`src/hw/dtt_pkg.sv`:
```
package dtt_pkg;
   // Clock rate and time-base periods.
   localparam int unsigned CLK_HZ = 125_000_000;
   localparam int unsigned BASE_MS_US = 1000;
   localparam int unsigned BASE_MS_CYC = CLK_HZ / 1_000_000 * BASE_MS_US;
   localparam int unsigned MS_PER_SECONDS = 1000;
   localparam int unsigned MS_PER_TENTHS = 100;
   localparam int unsigned MS_PER_HUNDREDTHS = 10;
   localparam int unsigned MS_PER_MILLIS = 1;
   localparam int unsigned LEARN_STEP_MS = 100;
   localparam int unsigned DUR_W = 16;
   localparam int unsigned NUM_GEN = 4;
   localparam logic [15:0] DUR_RESET = 16'h0000;

   typedef struct packed {
      logic [DUR_W-1:0] onDuration;
      logic [DUR_W-1:0] offDuration;
   } dtt_setting_type;

   typedef enum logic [1:0] {
      DTT_OFF = 2'b01,
      DTT_ON = 2'b10
   } dtt_phase_type;
endpackage : dtt_pkg

```
`src/hw/dtt_timer.sv`:
```
`timescale 1ns/10ps
// How it works
// RQ1: Enabled generator alternates on then off phases.
// RQ2: Four generators span 1 ms to 65535 s.
// RQ3: Seconds generator counts in 1 s units.
// RQ4: Tenths generator counts in 100 ms units.
// RQ5: Hundredths generator counts in 10 ms units.
// RQ6: Learner measures start-high time into result register.
// RQ7: Millis generator counts in 1 ms units.
// RQ8: Settings are unsigned 16-bit time-base counts.
// RQ9: Start rise clears result, then counts 100 ms.
// RQ10: Start low stops counting, holds measured value.
// RQ11: Disabled generator outputs low, restarts at on.
module dtt_timer #(
   parameter int unsigned MS_CYCLES = dtt_pkg::BASE_MS_CYC
) (
   // Clock, reset and freeze.
   input wire logic mclk,
   input wire logic rst,
   input wire logic clkEn,
   // Pulse generators: seconds, tenths, hundredths, millis.
   input wire logic [dtt_pkg::NUM_GEN-1:0] genEnable,
   input dtt_pkg::dtt_setting_type genSetting [dtt_pkg::NUM_GEN],
   output logic [dtt_pkg::NUM_GEN-1:0] pulseOutputTarget,
   // Duration learner.
   input wire logic learnStart,
   output logic [dtt_pkg::DUR_W-1:0] learnResult,
   output logic learnBusy
);
   import dtt_pkg::*;

   localparam int unsigned MS_MULT [NUM_GEN] = '{MS_PER_SECONDS, MS_PER_TENTHS,
                                                 MS_PER_HUNDREDTHS, MS_PER_MILLIS};

   // The enable and start inputs pass a two-stage synchroniser.
   logic [NUM_GEN:0] syncA_reg;
   logic [NUM_GEN:0] syncB_reg;
   always_ff @(posedge mclk or posedge rst) begin
      if (rst) begin
         syncA_reg <= '0;
         syncB_reg <= '0;
      end else if (clkEn) begin
         syncA_reg <= {learnStart, genEnable};
         syncB_reg <= syncA_reg;
      end
   end

   // Shared millisecond tick.
   logic [31:0] msCnt_reg;
   logic msTick;
   assign msTick = (msCnt_reg == 32'(MS_CYCLES - 1));
   always_ff @(posedge mclk or posedge rst) begin
      if (rst) begin
         msCnt_reg <= '0;
      end else if (clkEn) begin
         msCnt_reg <= msTick ? 32'h00000000 : msCnt_reg + 32'h00000001;
      end
   end

   // Every generator owns a divider from the shared millisecond tick down to its
   // own base, an elapsed counter for the phase in progress, the phase and the
   // registered output. The millisecond counter runs free, so the very first base
   // unit after an enable may be short; later phases are exact.
   genvar g;
   for (g = 0; g < NUM_GEN; g++) begin : gen_pulse
      // Each generator divides the ms tick to its own base. [RQ2] [RQ3] [RQ4] [RQ5] [RQ7]
      localparam logic [9:0] BASE_LAST = 10'(MS_MULT[g] - 1);

      logic en;
      logic [9:0] baseCnt_reg;
      logic baseTick;
      logic [DUR_W-1:0] elapsed_reg;
      logic [DUR_W-1:0] target;
      logic phaseDone;
      logic onNonZero;
      dtt_phase_type phase_reg;
      dtt_phase_type phase_next;
      logic out_reg;
      logic out_next;

      assign en = syncB_reg[g];
      assign baseTick = msTick && (baseCnt_reg == BASE_LAST);
      // Settings are read live as plain 16-bit counts of the base. [RQ8]
      assign target = (phase_reg == DTT_ON) ? genSetting[g].onDuration : genSetting[g].offDuration;
      assign phaseDone = (elapsed_reg >= target);
      assign onNonZero = (genSetting[g].onDuration != DUR_RESET);

      // Base divider; held at zero while the generator is idle. [RQ11]
      always_ff @(posedge mclk or posedge rst) begin
         if (rst) begin
            baseCnt_reg <= '0;
         end else if (clkEn) begin
            if (!en) begin
               baseCnt_reg <= '0;
            end else if (baseTick) begin
               baseCnt_reg <= '0;
            end else if (msTick) begin
               baseCnt_reg <= baseCnt_reg + 10'h001;
            end
         end
      end

      // Phase sequencing: a finished phase hands over to the other one. [RQ1]
      always_comb begin
         phase_next = phase_reg;
         if (!en) begin
            // An idle generator waits in the on phase, so enabling starts there. [RQ11]
            phase_next = DTT_ON;
         end else if (phaseDone) begin
            case (phase_reg)
               DTT_ON: begin
                  phase_next = DTT_OFF;
               end
               DTT_OFF: begin
                  phase_next = DTT_ON;
               end
               default: begin
                  phase_next = DTT_ON;
               end
            endcase
         end
      end

      // The phase register; reset leaves it in the on phase.
      always_ff @(posedge mclk or posedge rst) begin
         if (rst) begin
            phase_reg <= DTT_ON;
         end else if (clkEn) begin
            phase_reg <= phase_next;
         end
      end

      // Elapsed base units of the current phase. A tick that falls on the change of
      // phase already belongs to the new phase, so no unit is lost.
      always_ff @(posedge mclk or posedge rst) begin
         if (rst) begin
            elapsed_reg <= DUR_RESET;
         end else if (clkEn) begin
            if (!en) begin
               elapsed_reg <= DUR_RESET; // [RQ11]
            end else if (phaseDone) begin
               elapsed_reg <= baseTick ? 16'h0001 : DUR_RESET;
            end else if (baseTick) begin
               elapsed_reg <= elapsed_reg + 16'h0001;
            end
         end
      end

      // The output follows the next phase. A zero on time keeps it low, so a skipped
      // on phase never shows as a one-cycle pulse.
      always_comb begin
         out_next = 1'b0;
         if (en && phase_next == DTT_ON) begin
            out_next = onNonZero; // [RQ1]
         end
      end

      // Registered output, so the pin never glitches.
      always_ff @(posedge mclk or posedge rst) begin
         if (rst) begin
            out_reg <= 1'b0;
         end else if (clkEn) begin
            out_reg <= out_next; // [RQ11]
         end
      end

      assign pulseOutputTarget[g] = out_reg;
   end

   // Duration learner in 100 ms steps. The previous start level doubles as the
   // busy flag, so busy trails the synchronised start by one cycle.
   logic learnIn;
   logic learnPrev_reg;
   logic learnRise;
   logic learnTick;
   logic [6:0] stepCnt_reg;
   logic stepDone;
   logic resultFull;

   assign learnIn = syncB_reg[NUM_GEN];
   // A new measurement begins in the first cycle the synchronised start is high.
   assign learnRise = learnIn && !learnPrev_reg;
   assign learnTick = learnIn && msTick;
   assign stepDone = learnTick && (stepCnt_reg == 7'(LEARN_STEP_MS - 1));
   assign resultFull = (learnResult == 16'hFFFF);
   assign learnBusy = learnPrev_reg;

   always_ff @(posedge mclk or posedge rst) begin
      if (rst) begin
         learnPrev_reg <= 1'b0;
      end else if (clkEn) begin
         learnPrev_reg <= learnIn;
      end
   end

   // Milliseconds within the current step; each new measurement restarts the step.
   always_ff @(posedge mclk or posedge rst) begin
      if (rst) begin
         stepCnt_reg <= '0;
      end else if (clkEn) begin
         if (learnRise || stepDone) begin
            stepCnt_reg <= '0;
         end else if (learnTick) begin
            stepCnt_reg <= stepCnt_reg + 7'h01;
         end
      end
   end

   // The result clears on a rising start and then advances once per step. It
   // saturates instead of wrapping, so an overlong press reads as the longest time.
   always_ff @(posedge mclk or posedge rst) begin
      if (rst) begin
         learnResult <= DUR_RESET;
      end else if (clkEn) begin
         if (learnRise) begin
            learnResult <= DUR_RESET; // [RQ9]
         end else if (stepDone && !resultFull) begin
            learnResult <= learnResult + 16'h0001; // [RQ6] [RQ9]
         end
         // While start is low the result simply holds. [RQ10]
      end
   end
endmodule : dtt_timer

```
`config.mk`:
```
export PLATFORM = sky130hd
export DESIGN_NAME = dtt_timer
export DESIGN_NICKNAME = d
export VERILOG_FILES = /design/src/hw/dtt_pkg.sv /design/src/hw/dtt_timer.sv
export SDC_FILE = /design/constraint.sdc
export NUM_CORES = 1
export LEC_CHECK = 0
export ABC_AREA = 1
export BUFFER_PORTS_ARGS = -buffer_cell sky130_fd_sc_hd__clkbuf_2
export CORE_AREA = 2 2 162 164
export CTS_BUF_LIST = sky130_fd_sc_hd__clkbuf_4 sky130_fd_sc_hd__clkbuf_8
export DETAILED_ROUTE_END_ITERATION = 12
export DIE_AREA = 0 0 164 166
export PLACE_DENSITY_LB_ADDON = 0.12
export SKIP_LAST_GASP = 1
export SLEW_MARGIN = 20
export SYNTH_ARGS = -nofsm -noshare
export SYNTH_HDL_FRONTEND = slang
export SYNTH_SLANG_ARGS = --single-unit
```
`constraint.sdc`:
```
create_clock -name mclk -period 6.4 [get_ports mclk]
set_input_delay 0.96 -clock mclk [delete_from_list [all_inputs] [get_ports mclk]]
set_output_delay 0.96 -clock mclk [all_outputs]
set_load 0.005 [all_outputs]
```
Word-level counts from Yosys, hierarchy flattened
Cells that the tools add are included.
{ "classes": {"addsub": 11, "n_lt_le_gt_ge": 4, "n_eq_ne": 22, "muxes": 53, "n_reduce_logical": 32} }
{ "op_table": {"columns": ["cell", "count"], "rows": [
  ["$mux 16", 18],
  ["$mux 10", 12],
  ["$add 16x1->16 const B", 5],
  ["$ge 16x16->1", 4],
  ["$reduce_bool 16->1", 4],
  ["$add 10x1->10 const B", 4],
  ["$add 32x1->32 const B", 1],
  ["$eq 32x17->1 const B", 1],
  ["$mux 32", 1],
  ["$mux 2", 12],
  ["$ne 3x1->1 const B", 8],
  ["$reduce_and 2->1", 10],
  ["$eq 16x16->1 const B", 1],
  ["$eq 2x2->1 const B", 8],
  ["$mux 7", 2],
  ["$logic_and 1x1->1", 12],
  ["$eq 10x10->1 const B", 1],
  ["$eq 10x4->1 const B", 1],
  ["$eq 10x7->1 const B", 1],
  ["$logic_not 10->1", 1],
  ["$mux 1", 8],
  ["$add 7x1->7 const B", 1],
  ["$eq 7x7->1 const B", 1],
  ["$reduce_bool 2->1", 2],
  ["other kinds (2)", 3]
]} }
{ "totals": {"regBits": 182, "inputBits": 136, "out_inout_bits": 21, "elab_cells": 144} }

Depth between registers and ports, before layout
{ "logic_depth": {"word_depth": 8, "depth_mapped": 20, "ltp_nobuf": 19} }

Worst setup path after synthesis
No wires, ideal clock.
{ "synth_path": {"kind": "register to register", "from": "register gen_pulse[0].phase_reg[1]", "to": "register gen_pulse[0].elapsed_reg[13]", "setup_time_ns": 0.116, "arrival_time_ns": 2.838, "required_ns": 6.284, "slack_ns": 3.446, "path_stages_with_launch": 15, "path_buffers": 2, "period_less_slack_ns": 2.954, "cell_sequence": "dfstp_2 -> inv_1 -> nor2_1 -> clkbuf_1 -> mux2i_1 -> ha_1 -> a21oi_1 -> o21ai_0 -> a21oi_1 -> nand2_1 -> nor2_4 -> nor2_8 -> buf_6 -> nand2_1 -> nand2_1"} }
{ "synth_via": {"elab_chain_len": 5, "word_cells_on_any_way": 7, "cone_classes": "order compare: 1; eq/ne: 2; mux: 3; reduce/logical: 1"} }
{ "synth_lines": {"columns": ["item", "line", "rtl"], "rows": [
  ["start: declaration", "dtt_timer.sv:76", "dtt_phase_type phase_reg;"],
  ["start signal: assignment", "dtt_timer.sv:129", "phase_reg <= phase_next;"],
  ["$eq 2x2->1 (*)", "dtt_timer.sv:84", "assign target = (phase_reg == DTT_ON) ? genSetting[g].onDuration : genSetting[g].offDuration;"],
  ["$mux 16 (*)", "dtt_timer.sv:84", null],
  ["$ge 16x16->1 (*)", "dtt_timer.sv:85", "assign phaseDone = (elapsed_reg >= target);"],
  ["$ne 3x1->1 (no line) or $mux 16 (tied branches)", null, null],
  ["$reduce_and 2->1 (no line) or $mux 16 (tied branches)", null, null],
  ["end signal: assignment", "dtt_timer.sv:142", "elapsed_reg <= baseTick ? 16'h0001 : DUR_RESET;"],
  ["end signal: assignment", "dtt_timer.sv:144", "elapsed_reg <= elapsed_reg + 16'h0001;"],
  ["end: declaration", "dtt_timer.sv:72", "logic [DUR_W-1:0] elapsed_reg;"]
]} }
Every way passes the cells marked *; elsewhere a longest branch is shown, timed or not.
A chain may end at the register's enable or synchronous reset.

Worst setup path in the final report
Same ends and word-level chain as after synthesis.

==> key figures <==
Critical path
  – Crit. End Element: flop
  – Crit-path max FO: 25
  – Critical Path AT: 4450 ps
  – Reg-to-reg endpoint: gen_pulse[0].elapsed_reg[13]$_DFFE_PP0P_
  – R2r worst-path depth: 11
  – Worst reg-to-reg setup slack: 2350 ps
  – CP peak stage delay: 830 ps
  – Crit start category: flop
  – CP cell instances: inv_1 -> nor2_2 -> o21ai_0 -> ha_1 -> a21oi_1 -> o21ai_0 -> a21oi_1 -> nand2_1 -> o21ai_1 -> nand2_1 -> nand2_1
  – Kind of critical path: reg -> reg
  – Slowest cell on crit path: o21ai_1
  – CP required: 6800 ps
  – Critical R2R Launch: gen_pulse[0].phase_reg[1]$_DFFE_PP1P_
  – Most used cell, CP: nand2_1

Power
  – Maximum VDD drop: 128 uV
  – PD cells: 185 nW/um2
  – LEAKAGE: 0.00752 uW

Cells and area
  – Most frequent cells in the layout: nand2_1, inv_1, dfrtp_1, nor2_1, clkbuf_2
  – Non-Filler Instances: 2411
  – Share of cells above drive strength 1: 0.125
  – Commonest non-fill, non-tap cell in the layout: nand2_1
  – Final net count: 2276
  – N_diodes: 0
  – Final core occ: 0.587
  – Max reg flops: 64
  – Area growth from synthesis to layout: 9.47%
  – Area occupied by multi-input gates: 8080 um2
  – Register area: 4560 um2
  – Filler Cells Inserted: 2424

Route
  – Drt pass-1 iters: 5
  – Antenna Nets Post-Route: 0
  – Routed vias/inst: 5.32
  – Routed vias: 12800
  – Remaining DRCs: 0
  – WL per Instance: 13.7 um
  – Number of DRC markers in iteration 0: 798
  – Post-Route WL: 32900 um

Clock tree
  – CTS tree: yes
  – Worst-skew pair later-pin latency: 470 ps
  – Clk sinks: 182
  – # resized after CTS: 0
  – Max Buffers Root-to-Sink: 2
  – H-Tree Depth: 4
  – Root Driver: clkbuf_8
  – CTS Buf Count: 17
  – Post-CTS Hold Fix Bufs: 0
  – Post-CTS Setup Repair Bufs: 0
  – CTS clk-pin slew, worst paths: 90 ps

Global route
  – Antenna violations before repair: 0
  – First-pass GRT wire length: 56300 um
  – Largest net degree at the start of global routing: 139
  – GR Util All Layers: 0.248
  – GRT overflow: 0
  – Vias in the first global route: 12200

Synth
  – Distinct cell type count after synthesis: 47
  – Share of flip-flops with an asynchronous set or reset: 1.00
  – Post-Synthesis Cells: 1943
  – Post-synthesis sequential area ratio: 0.332
  – Synth Area per Inst: 7.07 um2
  – Post-Synth Simple-Gate Area: 0.355
  – Post-synthesis compound-gate area fraction: 0.0762
  – Adder and majority gate portion of the synthesized area: 0.0701
  – Synth Area in XOR/XNOR: 0.0618
  – Main combinational cell family by area after synthesis: simple AND/OR/NAND/NOR gates
  – Post-synth EDFFs: 0
  – Top_reg_cell synth: dfrtp_1
  – Flops & latches, synth: 182
  – YS warnings: 0
  – Syn nets: 2156
  – Post-synthesis mux area share: 0.0243
  – Synthesized area: 13700 um2

Timing
  – Fin. Hold Viols: 0
  – Slew margin rel.: 0.291
  – Worst-Margin Slew: 1060 ps
  – Unrepaired setup endpoints after global routing: no
  – Max Clock Freq: 247 MHz
  – Fin crit period: 4050 ps
  – Final TNS setup: 0 ps
  – Final clock period utilization by the worst path: 0.633
  – Hold slack: 481 ps
  – Slew Viols, Final: 0
  – Finish-stage setup viols: 0
  – Skew final: 16.6 ps

Floorplan
  – Die height: 166 um
  – Die area: 27200 um2
  – IO Pins: 157
  – Die width: 164 um
  – Rows: 59
  – Initial Util: 0.537
  – Core region area: 25600 um2

Worst hold path
  – Hold Crit Endpoint: syncA_reg[0]$_DFFE_PP0P_
  – Hold Path Stages: 2
  – Worst hold path startpoint: syncA_reg[0]$_DFFE_PP0P_
  – HP Class: reg -> reg

Run status
  – Status: finished, final reports clean

Placed design
  – Placed Cells: 2379
  – Placer Congestion: 0.916
  – Port bufs: 156
  – Hpwl dp: 24500 um

Flow run
  – Max-cap viol count: 0
## power breakdown
part	total, uW	internal [uW]	switching (uW)
Combinational	633	230	403
Sequential	1360	1240	122
Clock	798	354	444
Total	2790	1820	969
## layer usage
layer,up-vias,part of all wire,GRT usage
met3,41,0.042,0.0295
li1,6621,-,-
met4,0,0.019,0.0759
met5,-,0,0
met1,5865,0.47,0.337
met2,308,0.47,0.413
## Yosys cell counts, types with 2 or more instances
library cell	n	area, um2
xor2_1	81	709
o22ai_1	2	12.5
dfrtp_1	178	4450
inv_2	12	45.0
nand3_4	2	35.0
nor4_1	16	100
nand3_2	2	20.0
and3_1	2	12.5
nand3_1	147	736
nor2_4	4	45.0
nor2_1	159	597
nand2_2	10	62.6
clkbuf_1	27	101
buf_4	12	90.1
a31oi_1	4	25.0
buf_2	13	65.1
buf_6	7	78.8
nor3_1	104	521
mux2i_1	30	300
mux2_2	3	33.8
nor3b_1	2	15.0
ha_1	77	963
o21ai_2	2	17.5
or2_2	2	12.5
nand3b_1	8	60.1
xnor2_1	16	140
a21oi_4	3	48.8
nor2_8	3	60.1
inv_1	192	721
dfstp_2	4	105
nor2_2	3	18.8
nand2_4	4	45.0
o21ai_1	8	40.0
nand4_1	59	369
nor3_2	7	70.1
o21ai_0	127	636
nand2_1	559	2100
a21oi_1	43	215
## worst max path at each step
| stage | slack, ps | from | to | cells past startpoint |
|---|---|---|---|---|
| 6_report | 2350 | gen_pulse[0].phase_reg[1]$_DFFE_PP1P_ | gen_pulse[0].elapsed_reg[13]$_DFFE_PP0P_ | 11 |
| 5_1_grt | 1960 | gen_pulse[0].phase_reg[1]$_DFFE_PP1P_ | gen_pulse[0].elapsed_reg[14]$_DFFE_PP0P_ | 11 |
| 4_1_cts | 2410 | gen_pulse[0].phase_reg[1]$_DFFE_PP1P_ | gen_pulse[0].elapsed_reg[13]$_DFFE_PP0P_ | 11 |
| 3_5_place_dp | 2440 | gen_pulse[0].phase_reg[1]$_DFFE_PP1P_ | gen_pulse[0].elapsed_reg[13]$_DFFE_PP0P_ | 11 |
| 3_3_place_gp | 2460 | gen_pulse[0].phase_reg[1]$_DFFE_PP1P_ | gen_pulse[0].elapsed_reg[14]$_DFFE_PP0P_ | 11 |
| 2_1_floorplan | 500 | rst | gen_pulse[0].baseCnt_reg[0]$_DFFE_PP0P_ | 1 |
## worst max-delay path, delay by kind of cell (launching register included)
family                   cells  cell delay [ps]
AND/OR/NAND/NOR              4             1430
AO/OA/AOI/OAI                5             1590
flip-flops                   1              540
buffers and inverters        1               50
adder cells (fa/ha/maj)      1              360
## metrics by stage
step | setup WS, ps | total power [uW] | area (um2)
4_1_cts | 2410 | 2820 | 15000
2_1_floorplan | 503 | 1830 | 13700
5_1_grt | 1960 | 2980 | 15000
6_report | 2350 | 2790 | 15000
3_3_place_gp | 2460 | 2000 | 14700
3_5_place_dp | 2440 | 2010 | 14700
## kinds of logic after synthesis
logic type | after synthesis
adders and majority gates | 77
and+or+nand+nor | 1093
muxes | 33
buffers and inverters | 266
xor gates and xnor gates | 97
AOI/OAI and AO/OA | 195
DFF | 182
## layout make-up
class,instances,area share
tap,335,0.0279
sequential,182,0.303
multi-input combinational,1495,0.537
timing repair buffer,161,0.0544
clock buffer,18,0.0160
clock inverter,14,0.00990
inverter,206,0.0520
No activity file was read; power rests on OpenSTA's default activity.
